**config.mk**
```make
export PLATFORM = sky130hd
export DESIGN_NAME = ccr_top
export DESIGN_NICKNAME = d
export VERILOG_FILES = /design/src/core/ccr_clk_div.v /design/src/core/ccr_strap.v /design/src/core/ccr_top.v
export VERILOG_INCLUDE_DIRS = /design/src /design/src/core
export SDC_FILE = /design/constraint.sdc
export NUM_CORES = 1
export LEC_CHECK = 0
export BUFFER_PORTS_ARGS = -buffer_cell sky130_fd_sc_hd__buf_2
export CORE_UTILIZATION = 45
export CTS_BUF_LIST = sky130_fd_sc_hd__clkbuf_16
export DETAILED_ROUTE_END_ITERATION = 8
export PLACE_DENSITY = 0.8
export SLEW_MARGIN = 40
export SYNTH_ARGS = -nofsm -noshare
export SYNTH_HDL_FRONTEND = slang
export SYNTH_SLANG_ARGS = --single-unit
```
**constraint.sdc**
```tcl
create_clock -name aclk -period 2.4 [get_ports aclk]
set_input_delay 0.36 -clock aclk [delete_from_list [all_inputs] [get_ports aclk]]
set_output_delay 0.36 -clock aclk [all_outputs]
set_load 0.01 [all_outputs]
```
**src/core/ccr_defs.vh**
```
// constants for the core clock, reset and mode control block
// assumes a 100 MHz aclk and an AXI4-Lite register master
// What this block does
// - sample memory-mode strap in reset, hold it
// - strap 0 full bus, 1 host port
// - full mode: upper data byte carries byte address
// - host mode strobes, open-drain ack, strap-chosen pull-down
// - slow idle divisor 16, 32, 64 or 128
// - slow idle divides serial, output, timer clocks
// - standard idle wakes within one cycle
// - slow idle wake delayed up to divisor cycles
// - cycle clock at twice input clock rate
// - cycle clock output, gated by disable bit
// - later resets need only minimum pulse width
// - reset empties stacks, masks interrupts, clears status
// - boot on release only without pending bus request
// - after boot fetch from address 0x0000, external when no boot mode strapped
// - strap pin is a flag pin after reset
// - host boot waits for write to program 0
`ifndef CCR_DEFS_VH
`define CCR_DEFS_VH
// ==========================================
// register map
`define CCR_REG_CTRL 8'h00
`define CCR_REG_STATUS 8'h04
`define CCR_REG_MODE_STATUS_REGISTER 8'h08
`define CCR_REG_IMASK 8'h0c
`define CCR_REG_STACK 8'h10
`define CCR_REG_FLAG 8'h14
// ==========================================
// control fields
`define CCR_CTRL_CLOCK_OUTPUT_DISABLE 0
`define CCR_CTRL_DIV_LO 1
`define CCR_CTRL_DIV_HI 2
`define CCR_CTRL_SLOW 3
`define CCR_CTRL_IDLE_GO 4
// ==========================================
// flag fields
`define CCR_FLAG_VALUE 0
`define CCR_FLAG_DIR 1
`define CCR_FLAG_PIN 2
// ==========================================
// reset values and widths
`define CCR_MODE_STATUS_REGISTER_W 7
`define CCR_MODE_STATUS_REGISTER_RST 7'h00
`define CCR_IMASK_RST 8'h00
`define CCR_STACK_EMPTY 4'h0
`define CCR_FETCH_START 14'h0000
`define CCR_DIV_MIN 8'h10
`define CCR_RESP_OKAY 2'b00
`define CCR_RESP_SLVERR 2'b10
`define CCR_PWRUP_INPUT_CLOCK_PIN 2000
`endif

```
**src/core/ccr_clk_div.v**
```verilog
// cycle tick from both edges of the input clock, and slow idle divider
// assumes the input clock level arrives already synchronised
`timescale 1ns/1ps
`include "ccr_defs.vh"
module ccr_clk_div (
    input wire aclk,
    input wire aresetn,
    input wire clk_level,
    input wire slow_en,
    input wire [1:0] div_sel,
    output reg cycle_tick,
    output reg slow_tick
);
    reg level_q;
    reg [7:0] count;
    wire edge_seen;
    wire [7:0] divisor;
    // ==========================================
    // both edges give two cycles per input period
    assign edge_seen = clk_level ^ level_q;
    assign divisor = `CCR_DIV_MIN << div_sel;
    always @(posedge aclk) begin
        if (!aresetn) begin
            level_q <= 1'b0;
            cycle_tick <= 1'b0;
        end else begin
            level_q <= clk_level;
            cycle_tick <= edge_seen;
        end
    end
    // ==========================================
    // divided tick, full rate outside slow idle
    always @(posedge aclk) begin
        if (!aresetn) begin
            count <= 8'h00;
            slow_tick <= 1'b0;
        end else if (!slow_en) begin
            count <= 8'h00;
            slow_tick <= edge_seen;
        end else if (edge_seen) begin
            if (count == divisor - 8'h01) begin
                count <= 8'h00;
                slow_tick <= 1'b1;
            end else begin
                count <= count + 8'h01;
                slow_tick <= 1'b0;
            end
        end else begin
            slow_tick <= 1'b0;
        end
    end
endmodule // ccr_clk_div

```
**src/core/ccr_strap.v**
```verilog
// mode strap synchroniser and capture
// assumes straps are static around reset release
`timescale 1ns/1ps
`include "ccr_defs.vh"
module ccr_strap (
    input wire aclk,
    input wire aresetn,
    input wire [3:0] mode_pins,
    output reg [3:0] mode_q,
    output wire [3:0] pins_sync
);
    reg [3:0] sync1;
    reg [3:0] sync2;
    assign pins_sync = sync2;
    // ==========================================
    // two-stage sync, free of reset
    always @(posedge aclk) begin
        sync1 <= mode_pins;
        sync2 <= sync1;
    end
    // ==========================================
    // track while in reset, freeze at release
    always @(posedge aclk) begin
        if (!aresetn) begin
            mode_q <= sync2;
        end
    end
endmodule // ccr_strap

```
**src/core/ccr_top.v**
```verilog
// clocking, reset sequencing, strap mode and pin multiplexing
// assumes core-side requests on aclk, pins and strobes asynchronous
`timescale 1ns/1ps
`include "ccr_defs.vh"
module ccr_top #(
    parameter ADDR_W = 8
) (
    input wire aclk,
    input wire aresetn,
    input wire [ADDR_W-1:0] s_axi_awaddr,
    input wire s_axi_awvalid,
    output reg s_axi_awready,
    input wire [31:0] s_axi_wdata,
    input wire [3:0] s_axi_wstrb,
    input wire s_axi_wvalid,
    output reg s_axi_wready,
    output reg [1:0] s_axi_bresp,
    output reg s_axi_bvalid,
    input wire s_axi_bready,
    input wire [ADDR_W-1:0] s_axi_araddr,
    input wire s_axi_arvalid,
    output reg s_axi_arready,
    output reg [31:0] s_axi_rdata,
    output reg [1:0] s_axi_rresp,
    output reg s_axi_rvalid,
    input wire s_axi_rready,
    input wire input_clock_pin,
    input wire [3:0] mode_pins,
    output reg programmable_flag_two_out,
    output reg programmable_flag_two_oe_n,
    input wire bus_request_n,
    input wire bdma_boot_done,
    input wire [7:0] irq_req,
    input wire [13:0] core_addr,
    input wire [23:0] core_wdata,
    input wire core_drive,
    input wire byte_access,
    input wire [7:0] byte_addr_hi,
    output reg [13:0] external_address_bus,
    output reg [23:0] external_data_bus_out,
    output reg [23:0] external_data_bus_oe_n,
    input wire [15:0] host_addr_data_bus_in,
    input wire [15:0] host_read_data,
    output reg [15:0] host_addr_data_bus_out,
    output reg host_addr_data_bus_oe_n,
    input wire host_write_enable_n,
    input wire host_read_enable_n,
    input wire host_address_latch,
    input wire host_port_select_n,
    output reg host_port_acknowledge_out,
    output reg host_port_acknowledge_oe_n,
    output reg host_ack_pulldown_en,
    output reg host_mem_wr,
    output reg [15:0] host_mem_addr,
    output reg [15:0] host_mem_wdata,
    output reg cycle_clock_output,
    output reg serial_clock_tick,
    output reg timer_tick,
    output reg exec_enable,
    output reg idle_active,
    output reg boot_start,
    output reg fetch_external,
    output reg [13:0] fetch_addr,
    output reg stack_clear,
    output reg [`CCR_MODE_STATUS_REGISTER_W-1:0] mode_status_out,
    output reg [7:0] irq_mask_out
);
    localparam S_CHECK = 3'd0;
    localparam S_WBUS = 3'd1;
    localparam S_BDMA = 3'd2;
    localparam S_HOSTB = 3'd3;
    localparam S_RUN = 3'd4;
    localparam S_IDLE = 3'd5;
    localparam S_SIDLE = 3'd6;

    reg [2:0] state;
    reg [2:0] next_state;
    reg clock_output_disable;
    reg [1:0] idle_div;
    reg idle_slow;
    reg idle_go;
    reg wake_pend;
    reg [`CCR_MODE_STATUS_REGISTER_W-1:0] mode_status_register;
    reg [7:0] irq_mask;
    reg [3:0] stack_level;
    reg flag_value;
    reg flag_dir;
    reg clk_s1, clk_s2;
    reg br_s1, br_s2;
    reg [3:0] hs1, hs2, hs3;
    reg [15:0] hd1, hd2;
    reg [15:0] host_addr;
    reg aw_got, w_got;
    reg [ADDR_W-1:0] aw_q;
    reg [31:0] wd_q;
    reg wstrb0_q;
    reg [31:0] read_word;
    reg read_hit;
    wire [3:0] mode_q;
    wire [3:0] pins_sync;
    wire cycle_tick, slow_tick;
    wire host_mode, mode_d, boot_bdma, boot_host;
    wire irq_hit;
    wire host_sel, wr_fall, rd_act, wr_act;
    wire aw_take, w_take, ar_take, write_go;
    wire next_aw_got, next_w_got, next_bvalid, next_rvalid;

    // ==========================================
    // strap capture and clock divider
    ccr_strap u_strap (
        .aclk(aclk),
        .aresetn(aresetn),
        .mode_pins(mode_pins),
        .mode_q(mode_q),
        .pins_sync(pins_sync)
    );
    ccr_clk_div u_div (
        .aclk(aclk),
        .aresetn(aresetn),
        .clk_level(clk_s2),
        .slow_en(state == S_SIDLE),
        .div_sel(idle_div),
        .cycle_tick(cycle_tick),
        .slow_tick(slow_tick)
    );

    // ==========================================
    // strap decode
    assign host_mode = mode_q[2];
    assign mode_d = mode_q[3];
    assign boot_bdma = (mode_q[1:0] == 2'b00) & ~(mode_q[2] & mode_q[1]);
    assign boot_host = mode_q[2] & (mode_q[1:0] == 2'b01);
    assign irq_hit = |(irq_req & irq_mask);

    // ==========================================
    // pin synchronisers
    always @(posedge aclk) begin
        clk_s1 <= input_clock_pin;
        clk_s2 <= clk_s1;
        br_s1 <= bus_request_n;
        br_s2 <= br_s1;
        hs1 <= {host_write_enable_n, host_read_enable_n, host_address_latch, host_port_select_n};
        hs2 <= hs1;
        hs3 <= hs2;
        hd1 <= host_addr_data_bus_in;
        hd2 <= hd1;
    end
    assign host_sel = ~hs2[0];
    assign wr_act = ~hs2[3] & host_sel;
    assign rd_act = ~hs2[2] & host_sel;
    assign wr_fall = wr_act & hs3[3];

    // ==========================================
    // boot and idle sequencing
    always @* begin
        next_state = state;
        case (state)
            S_CHECK: begin
                if (!br_s2) begin
                    next_state = S_WBUS;
                end else if (boot_host) begin
                    next_state = S_HOSTB;
                end else if (boot_bdma) begin
                    next_state = S_BDMA;
                end else begin
                    next_state = S_RUN;
                end
            end
            S_WBUS: begin
                if (br_s2) begin
                    next_state = S_CHECK;
                end
            end
            S_BDMA: begin
                if (bdma_boot_done) begin
                    next_state = S_RUN;
                end
            end
            S_HOSTB: begin
                if (wr_fall && host_mode && host_addr == 16'h0000) begin
                    next_state = S_RUN;
                end
            end
            S_RUN: begin
                if (idle_go) begin
                    next_state = idle_slow ? S_SIDLE : S_IDLE;
                end
            end
            S_IDLE: begin
                if (irq_hit) begin
                    next_state = S_RUN;
                end
            end
            S_SIDLE: begin
                if ((wake_pend || irq_hit) && slow_tick) begin
                    next_state = S_RUN;
                end
            end
            default: begin
                next_state = S_CHECK;
            end
        endcase
    end

    always @(posedge aclk) begin
        if (!aresetn) begin
            state <= S_CHECK;
            wake_pend <= 1'b0;
            exec_enable <= 1'b0;
            idle_active <= 1'b0;
            boot_start <= 1'b0;
            fetch_external <= 1'b0;
            fetch_addr <= `CCR_FETCH_START;
            stack_clear <= 1'b1;
        end else begin
            state <= next_state;
            wake_pend <= (state == S_SIDLE) & (wake_pend | irq_hit) & ~slow_tick;
            exec_enable <= (next_state == S_RUN) | (next_state == S_IDLE) | (next_state == S_SIDLE);
            idle_active <= (next_state == S_IDLE) | (next_state == S_SIDLE);
            boot_start <= (state != S_BDMA) & (next_state == S_BDMA);
            fetch_external <= ~boot_bdma & ~boot_host;
            fetch_addr <= `CCR_FETCH_START;
            stack_clear <= 1'b0;
        end
    end

    // ==========================================
    // clock outputs
    always @(posedge aclk) begin
        if (!aresetn) begin
            cycle_clock_output <= 1'b0;
            serial_clock_tick <= 1'b0;
            timer_tick <= 1'b0;
        end else begin
            cycle_clock_output <= slow_tick & ~clock_output_disable;
            serial_clock_tick <= slow_tick;
            timer_tick <= slow_tick;
        end
    end

    // ==========================================
    // external bus multiplexing
    always @(posedge aclk) begin
        if (!aresetn) begin
            external_address_bus <= 14'h0000;
            external_data_bus_out <= 24'h000000;
            external_data_bus_oe_n <= 24'hffffff;
        end else if (!host_mode) begin
            external_address_bus <= core_addr;
            external_data_bus_out <= byte_access ? {byte_addr_hi, core_wdata[15:0]} : core_wdata;
            external_data_bus_oe_n[23:16] <= ~{8{core_drive | byte_access}};
            external_data_bus_oe_n[15:0] <= ~{16{core_drive}};
        end else begin
            external_address_bus <= {13'h0000, core_addr[0]};
            external_data_bus_out <= {core_wdata[15:0], 8'h00};
            external_data_bus_oe_n <= {~{16{core_drive}}, 8'hff};
        end
    end

    // ==========================================
    // host port
    always @(posedge aclk) begin
        if (!aresetn) begin
            host_addr <= 16'h0000;
            host_mem_wr <= 1'b0;
            host_mem_addr <= 16'h0000;
            host_mem_wdata <= 16'h0000;
            host_addr_data_bus_out <= 16'h0000;
            host_addr_data_bus_oe_n <= 1'b1;
            host_port_acknowledge_out <= 1'b0;
            host_port_acknowledge_oe_n <= 1'b1;
            host_ack_pulldown_en <= 1'b0;
        end else begin
            if (host_mode && host_sel && hs2[1]) begin
                host_addr <= hd2;
            end
            host_mem_wr <= host_mode & wr_fall;
            host_mem_addr <= host_addr;
            host_mem_wdata <= hd2;
            host_addr_data_bus_out <= host_read_data;
            host_addr_data_bus_oe_n <= ~(host_mode & rd_act);
            host_port_acknowledge_oe_n <= ~(host_mode & (wr_act | rd_act));
            host_ack_pulldown_en <= host_mode & ~mode_d;
        end
    end

    // ==========================================
    // programmable flag on the strap pin
    always @(posedge aclk) begin
        if (!aresetn) begin
            programmable_flag_two_out <= 1'b0;
            programmable_flag_two_oe_n <= 1'b1;
        end else begin
            programmable_flag_two_out <= flag_value;
            programmable_flag_two_oe_n <= ~flag_dir;
        end
    end

    // ==========================================
    // register bus, write side
    assign aw_take = s_axi_awvalid & s_axi_awready;
    assign w_take = s_axi_wvalid & s_axi_wready;
    assign write_go = aw_got & w_got & ~s_axi_bvalid;
    assign next_aw_got = (aw_got | aw_take) & ~write_go;
    assign next_w_got = (w_got | w_take) & ~write_go;
    assign next_bvalid = write_go | (s_axi_bvalid & ~s_axi_bready);

    always @(posedge aclk) begin
        if (!aresetn) begin
            aw_got <= 1'b0;
            w_got <= 1'b0;
            aw_q <= {ADDR_W{1'b0}};
            wd_q <= 32'h00000000;
            wstrb0_q <= 1'b0;
            s_axi_awready <= 1'b0;
            s_axi_wready <= 1'b0;
            s_axi_bvalid <= 1'b0;
            s_axi_bresp <= `CCR_RESP_OKAY;
            clock_output_disable <= 1'b0;
            idle_div <= 2'b00;
            idle_slow <= 1'b0;
            idle_go <= 1'b0;
            mode_status_register <= `CCR_MODE_STATUS_REGISTER_RST;
            irq_mask <= `CCR_IMASK_RST;
            stack_level <= `CCR_STACK_EMPTY;
            flag_value <= 1'b0;
            flag_dir <= 1'b0;
            mode_status_out <= `CCR_MODE_STATUS_REGISTER_RST;
            irq_mask_out <= `CCR_IMASK_RST;
        end else begin
            aw_got <= next_aw_got;
            w_got <= next_w_got;
            s_axi_awready <= ~next_aw_got & ~next_bvalid;
            s_axi_wready <= ~next_w_got & ~next_bvalid;
            s_axi_bvalid <= next_bvalid;
            idle_go <= 1'b0;
            mode_status_out <= mode_status_register;
            irq_mask_out <= irq_mask;
            if (aw_take) begin
                aw_q <= s_axi_awaddr;
            end
            if (w_take) begin
                wd_q <= s_axi_wdata;
                wstrb0_q <= s_axi_wstrb[0];
            end
            if (write_go) begin
                s_axi_bresp <= `CCR_RESP_OKAY;
                case (aw_q)
                    `CCR_REG_CTRL: begin
                        if (wstrb0_q) begin
                            clock_output_disable <= wd_q[`CCR_CTRL_CLOCK_OUTPUT_DISABLE];
                            idle_div <= wd_q[`CCR_CTRL_DIV_HI:`CCR_CTRL_DIV_LO];
                            idle_slow <= wd_q[`CCR_CTRL_SLOW];
                            idle_go <= wd_q[`CCR_CTRL_IDLE_GO] & (state == S_RUN);
                        end
                    end
                    `CCR_REG_STATUS: begin
                    end
                    `CCR_REG_MODE_STATUS_REGISTER: begin
                        if (wstrb0_q) begin
                            mode_status_register <= wd_q[`CCR_MODE_STATUS_REGISTER_W-1:0];
                        end
                    end
                    `CCR_REG_IMASK: begin
                        if (wstrb0_q) begin
                            irq_mask <= wd_q[7:0];
                        end
                    end
                    `CCR_REG_STACK: begin
                        if (wstrb0_q) begin
                            stack_level <= wd_q[3:0];
                        end
                    end
                    `CCR_REG_FLAG: begin
                        if (wstrb0_q) begin
                            flag_value <= wd_q[`CCR_FLAG_VALUE];
                            flag_dir <= wd_q[`CCR_FLAG_DIR];
                        end
                    end
                    default: begin
                        s_axi_bresp <= `CCR_RESP_SLVERR;
                    end
                endcase
            end
        end
    end

    // ==========================================
    // register bus, read side
    always @* begin
        read_word = 32'h00000000;
        read_hit = 1'b1;
        case (s_axi_araddr)
            `CCR_REG_CTRL: read_word = {27'h0000000, idle_slow, idle_div, clock_output_disable, 1'b0} >> 1;
            `CCR_REG_STATUS: read_word = {21'h000000, cycle_tick, state, host_mode, mode_q, exec_enable, idle_active};
            `CCR_REG_MODE_STATUS_REGISTER: read_word = {25'h0000000, mode_status_register};
            `CCR_REG_IMASK: read_word = {24'h000000, irq_mask};
            `CCR_REG_STACK: read_word = {28'h0000000, stack_level};
            `CCR_REG_FLAG: read_word = {29'h00000000, pins_sync[2], flag_dir, flag_value};
            default: read_hit = 1'b0;
        endcase
    end

    assign ar_take = s_axi_arvalid & s_axi_arready;
    assign next_rvalid = ar_take | (s_axi_rvalid & ~s_axi_rready);

    always @(posedge aclk) begin
        if (!aresetn) begin
            s_axi_arready <= 1'b0;
            s_axi_rvalid <= 1'b0;
            s_axi_rdata <= 32'h00000000;
            s_axi_rresp <= `CCR_RESP_OKAY;
        end else begin
            s_axi_arready <= ~next_rvalid;
            s_axi_rvalid <= next_rvalid;
            if (ar_take) begin
                s_axi_rdata <= read_word;
                s_axi_rresp <= read_hit ? `CCR_RESP_OKAY : `CCR_RESP_SLVERR;
            end
        end
    end
endmodule // ccr_top

```
==> impl_metrics.tcl <==
set metrics [dict create \
    cts_tree "built" \
    fin_util_pct 59.4 \
    num_vias 6850 \
    rows 51 \
    initial_core_util_pct 45.8 \
    drt-initial-drc-count 350 \
    period_minus_slack_ns 2.04 \
    wl_per_cell_um 14.8 \
    numClockSinks 268 \
    cp_slowest_cell "o311ai_0" \
    clk_path_buf_depth 3 \
    clkTransAtPathRegs_ns 0.06 \
    async_flop_share_pct 0 \
    drive_gt1_share_pct 30.7 \
    core_region_area_mm2 0.0195 \
    cp_data_arrival_time_ns 2.43 \
    max_stage_delay_ns 0.64 \
    final_cells 1440 \
    critPathTopFamily "compound AO/OA/AOI/OAI gates" \
    htree_num_levels 1 \
    syn_inst 854 \
    cts_buffers 27 \
    hold_path_class "in2reg" \
    synth_seq_area_share_pct 60.7 \
    die_w_um 143 \
    seqCellArea_mm2 0.00541 \
    synth.cell_area_mm2 0.00891 \
    slew_viol_final 0 \
    whs_ns 0.0263 \
    synth.avg_cell_area_um2 10.4 \
    post_cts_buffers 0 \
    power_leakage_uw 0.00544 \
    antenna_found_initial 3 \
    grt_pass1_wl_um 32200 \
    ir_worst_vdd_mv 0.530 \
    grt_max_degree 44 \
    max-slew-margin-rel_pct 54.1 \
    finClkSkew_ns 0.0102 \
    vias_per_cell 4.76 \
    crit_fanout 6 \
    grt_pass1_vias 6346 \
    period_share_pct 84.9 \
    synth_ff_type "dfxtp_1" \
    finalHoldViolCount 0 \
    crit_path_cell_trace "inv_1, a2111oi_0, o311ai_0, a31oi_1, nor4bb_1" \
    ant_nets 0 \
    drv_cap 0 \
    fin_setup_tns_ns 0 \
    drt-total-wl_um 21300 \
    status "finished clean" \
    power_density_mw_per_mm2 840 \
    synth.distinct_cells 59 \
    die_area_mm2 0.0204 \
    setup-violations-final 0 \
    worstPathRequired_ns 2.79 \
    yosysWarnings 0 \
    area_growth_pct 29.9 \
    r2r_slack_ns 0.36 \
    startpoint_type "flop" \
    crit_path_end_kind "flop" \
    worst_slew_pin_slew_ns 0.680 \
    total_power_uw 9710 \
    fmax_mhz 491 \
    grt_overflow 0 \
    post-place-cells 1353 \
    drtPass1Iterations 6 \
    synth_edf_count 4 \
    filler_cell_count 1567 \
    io_buffers 287 \
    dieHeight_um 143 \
    multi_input_area_mm2 0.00299 \
    layout_commonest_cell "buf_2" \
    nets 1311 \
    synth-seq-cells 268 \
    grt_use_total_pct 20.3 \
    final_cell_mix "buf_2 (287), dfxtp_1 (264), nand2_1 (85)" \
    dp_hpwl_um 15000 \
    rsz0062_at_grt "no" \
    clk_latency_ns 0.54 \
    ios 353 \
    cp_num_buf_inv 1 \
    crit_type "reg2reg" \
    clk_root_buffer_cell "clkbuf_16" \
    remaining_drc_errors 0 \
    place_congestion 0.860 \
]
[power breakdown]
group,total [uW],switching (uW),internal (uW)
clock,4280,1720,2560
sequential,4740,98.7,4640
combinational,698,382,316
[path summary, 6_finish.rpt]
| check | startpoint | to | depth (start not counted) |
|---|---|---|---|
| setup / recovery | u_strap.mode_q[2]$_DFFE_PN_ | boot_start$_SDFF_PN0_ | 5 |
| hold / removal | host_read_data[7] | host_addr_data_bus_out[7]$_SDFF_PN0_ | 2 |
| setup reg to reg | u_strap.mode_q[2]$_DFFE_PN_ | boot_start$_SDFF_PN0_ | 5 |
| hold reg to reg | u_strap.sync1[1]$_DFF_P_ | u_strap.pins_sync[1]$_DFF_P_ | 0 |
[sequential cells by signal, indices dropped and copies added, names as in the netlist, 8 cells and up]
signal / flops
host_mem_wdata: 16
irq_mask_out: 8
host_mem_addr: 16
s_axi_rdata: 11
irq_mask: 8
external_address_bus: 14
u_div.count: 8
host_addr_data_bus_out: 16
host_addr: 16
aw_q: 8
hd2: 16
external_data_bus_out: 24
hd1: 16
wd_q: 8
[area by class of cell]
| type | count | area share [%] |
|---|---|---|
| Tap cell | 265 | 2.87 |
| Sequential cell | 268 | 46.7 |
| Multi-Input combinational cell | 510 | 25.9 |
| Clock inverter | 22 | 1.93 |
| Inverter | 13 | 0.433 |
| Antenna cell | 2 | 0.0433 |
| Timing Repair Buffer | 332 | 16.1 |
| Clock buffer | 28 | 6.06 |
[metrics by stage]
step	cell area [um2]	worst slack (ns)
finish	11600	0.363
global placement	10300	0.494
floorplan	9050	0.619
CTS	11600	0.405
global route	11600	0.306
detailed placement	10300	0.443
[what timing repair did]
item,CTS,global route
hold buffers,35,0
hold endpoints to repair,35,0
resized for setup,0,0
[worst register-to-register path: cells and delay by family, from the launching register on]
family / cells / cell delay [ns]
DFF: 1 / 0.49
AOI/OAI and AO/OA: 3 / 1.01
buffers and inverters: 1 / 0.23
and+or+nand+nor: 1 / 0.17
[cells in the mapped netlist (all sizes together) (6+ instances only)]
cell type	count	area, um2
mux2i	41	410
xor2	6	52.6
dfxtp	264	5290
nand2	85	319
nor2	78	293
clkbuf	37	139
a22oi	15	113
nor3	13	81.3
and2	74	465
a21oi	55	275
and3	24	150
mux2	6	67.6
nand3	8	50.1
inv	13	48.8
buf	63	463
[metal layers]
metal | wire length (um) | vias to the layer above | GRT usage, %
li1 | - | 3360 | -
met1 | 7990 | 3125 | 21.6
met2 | 10800 | 298 | 37.4
met4 | 991 | 2 | 10.9
met3 | 1460 | 65 | 4.56
met5 | 10 | - | 0
[kinds of logic after synthesis]
logic type	share of synthesized area, %
other	0.0421
multiplexers	5.87
buffers and inverters	7.30
AO/OA/AOI/OAI	6.74
AND/OR/NAND/NOR	18.3
XOR/XNOR	0.885
adder cells (fa/ha/maj)	0.140
flip-flops	60.7
(Power assumes the default switching activity.)
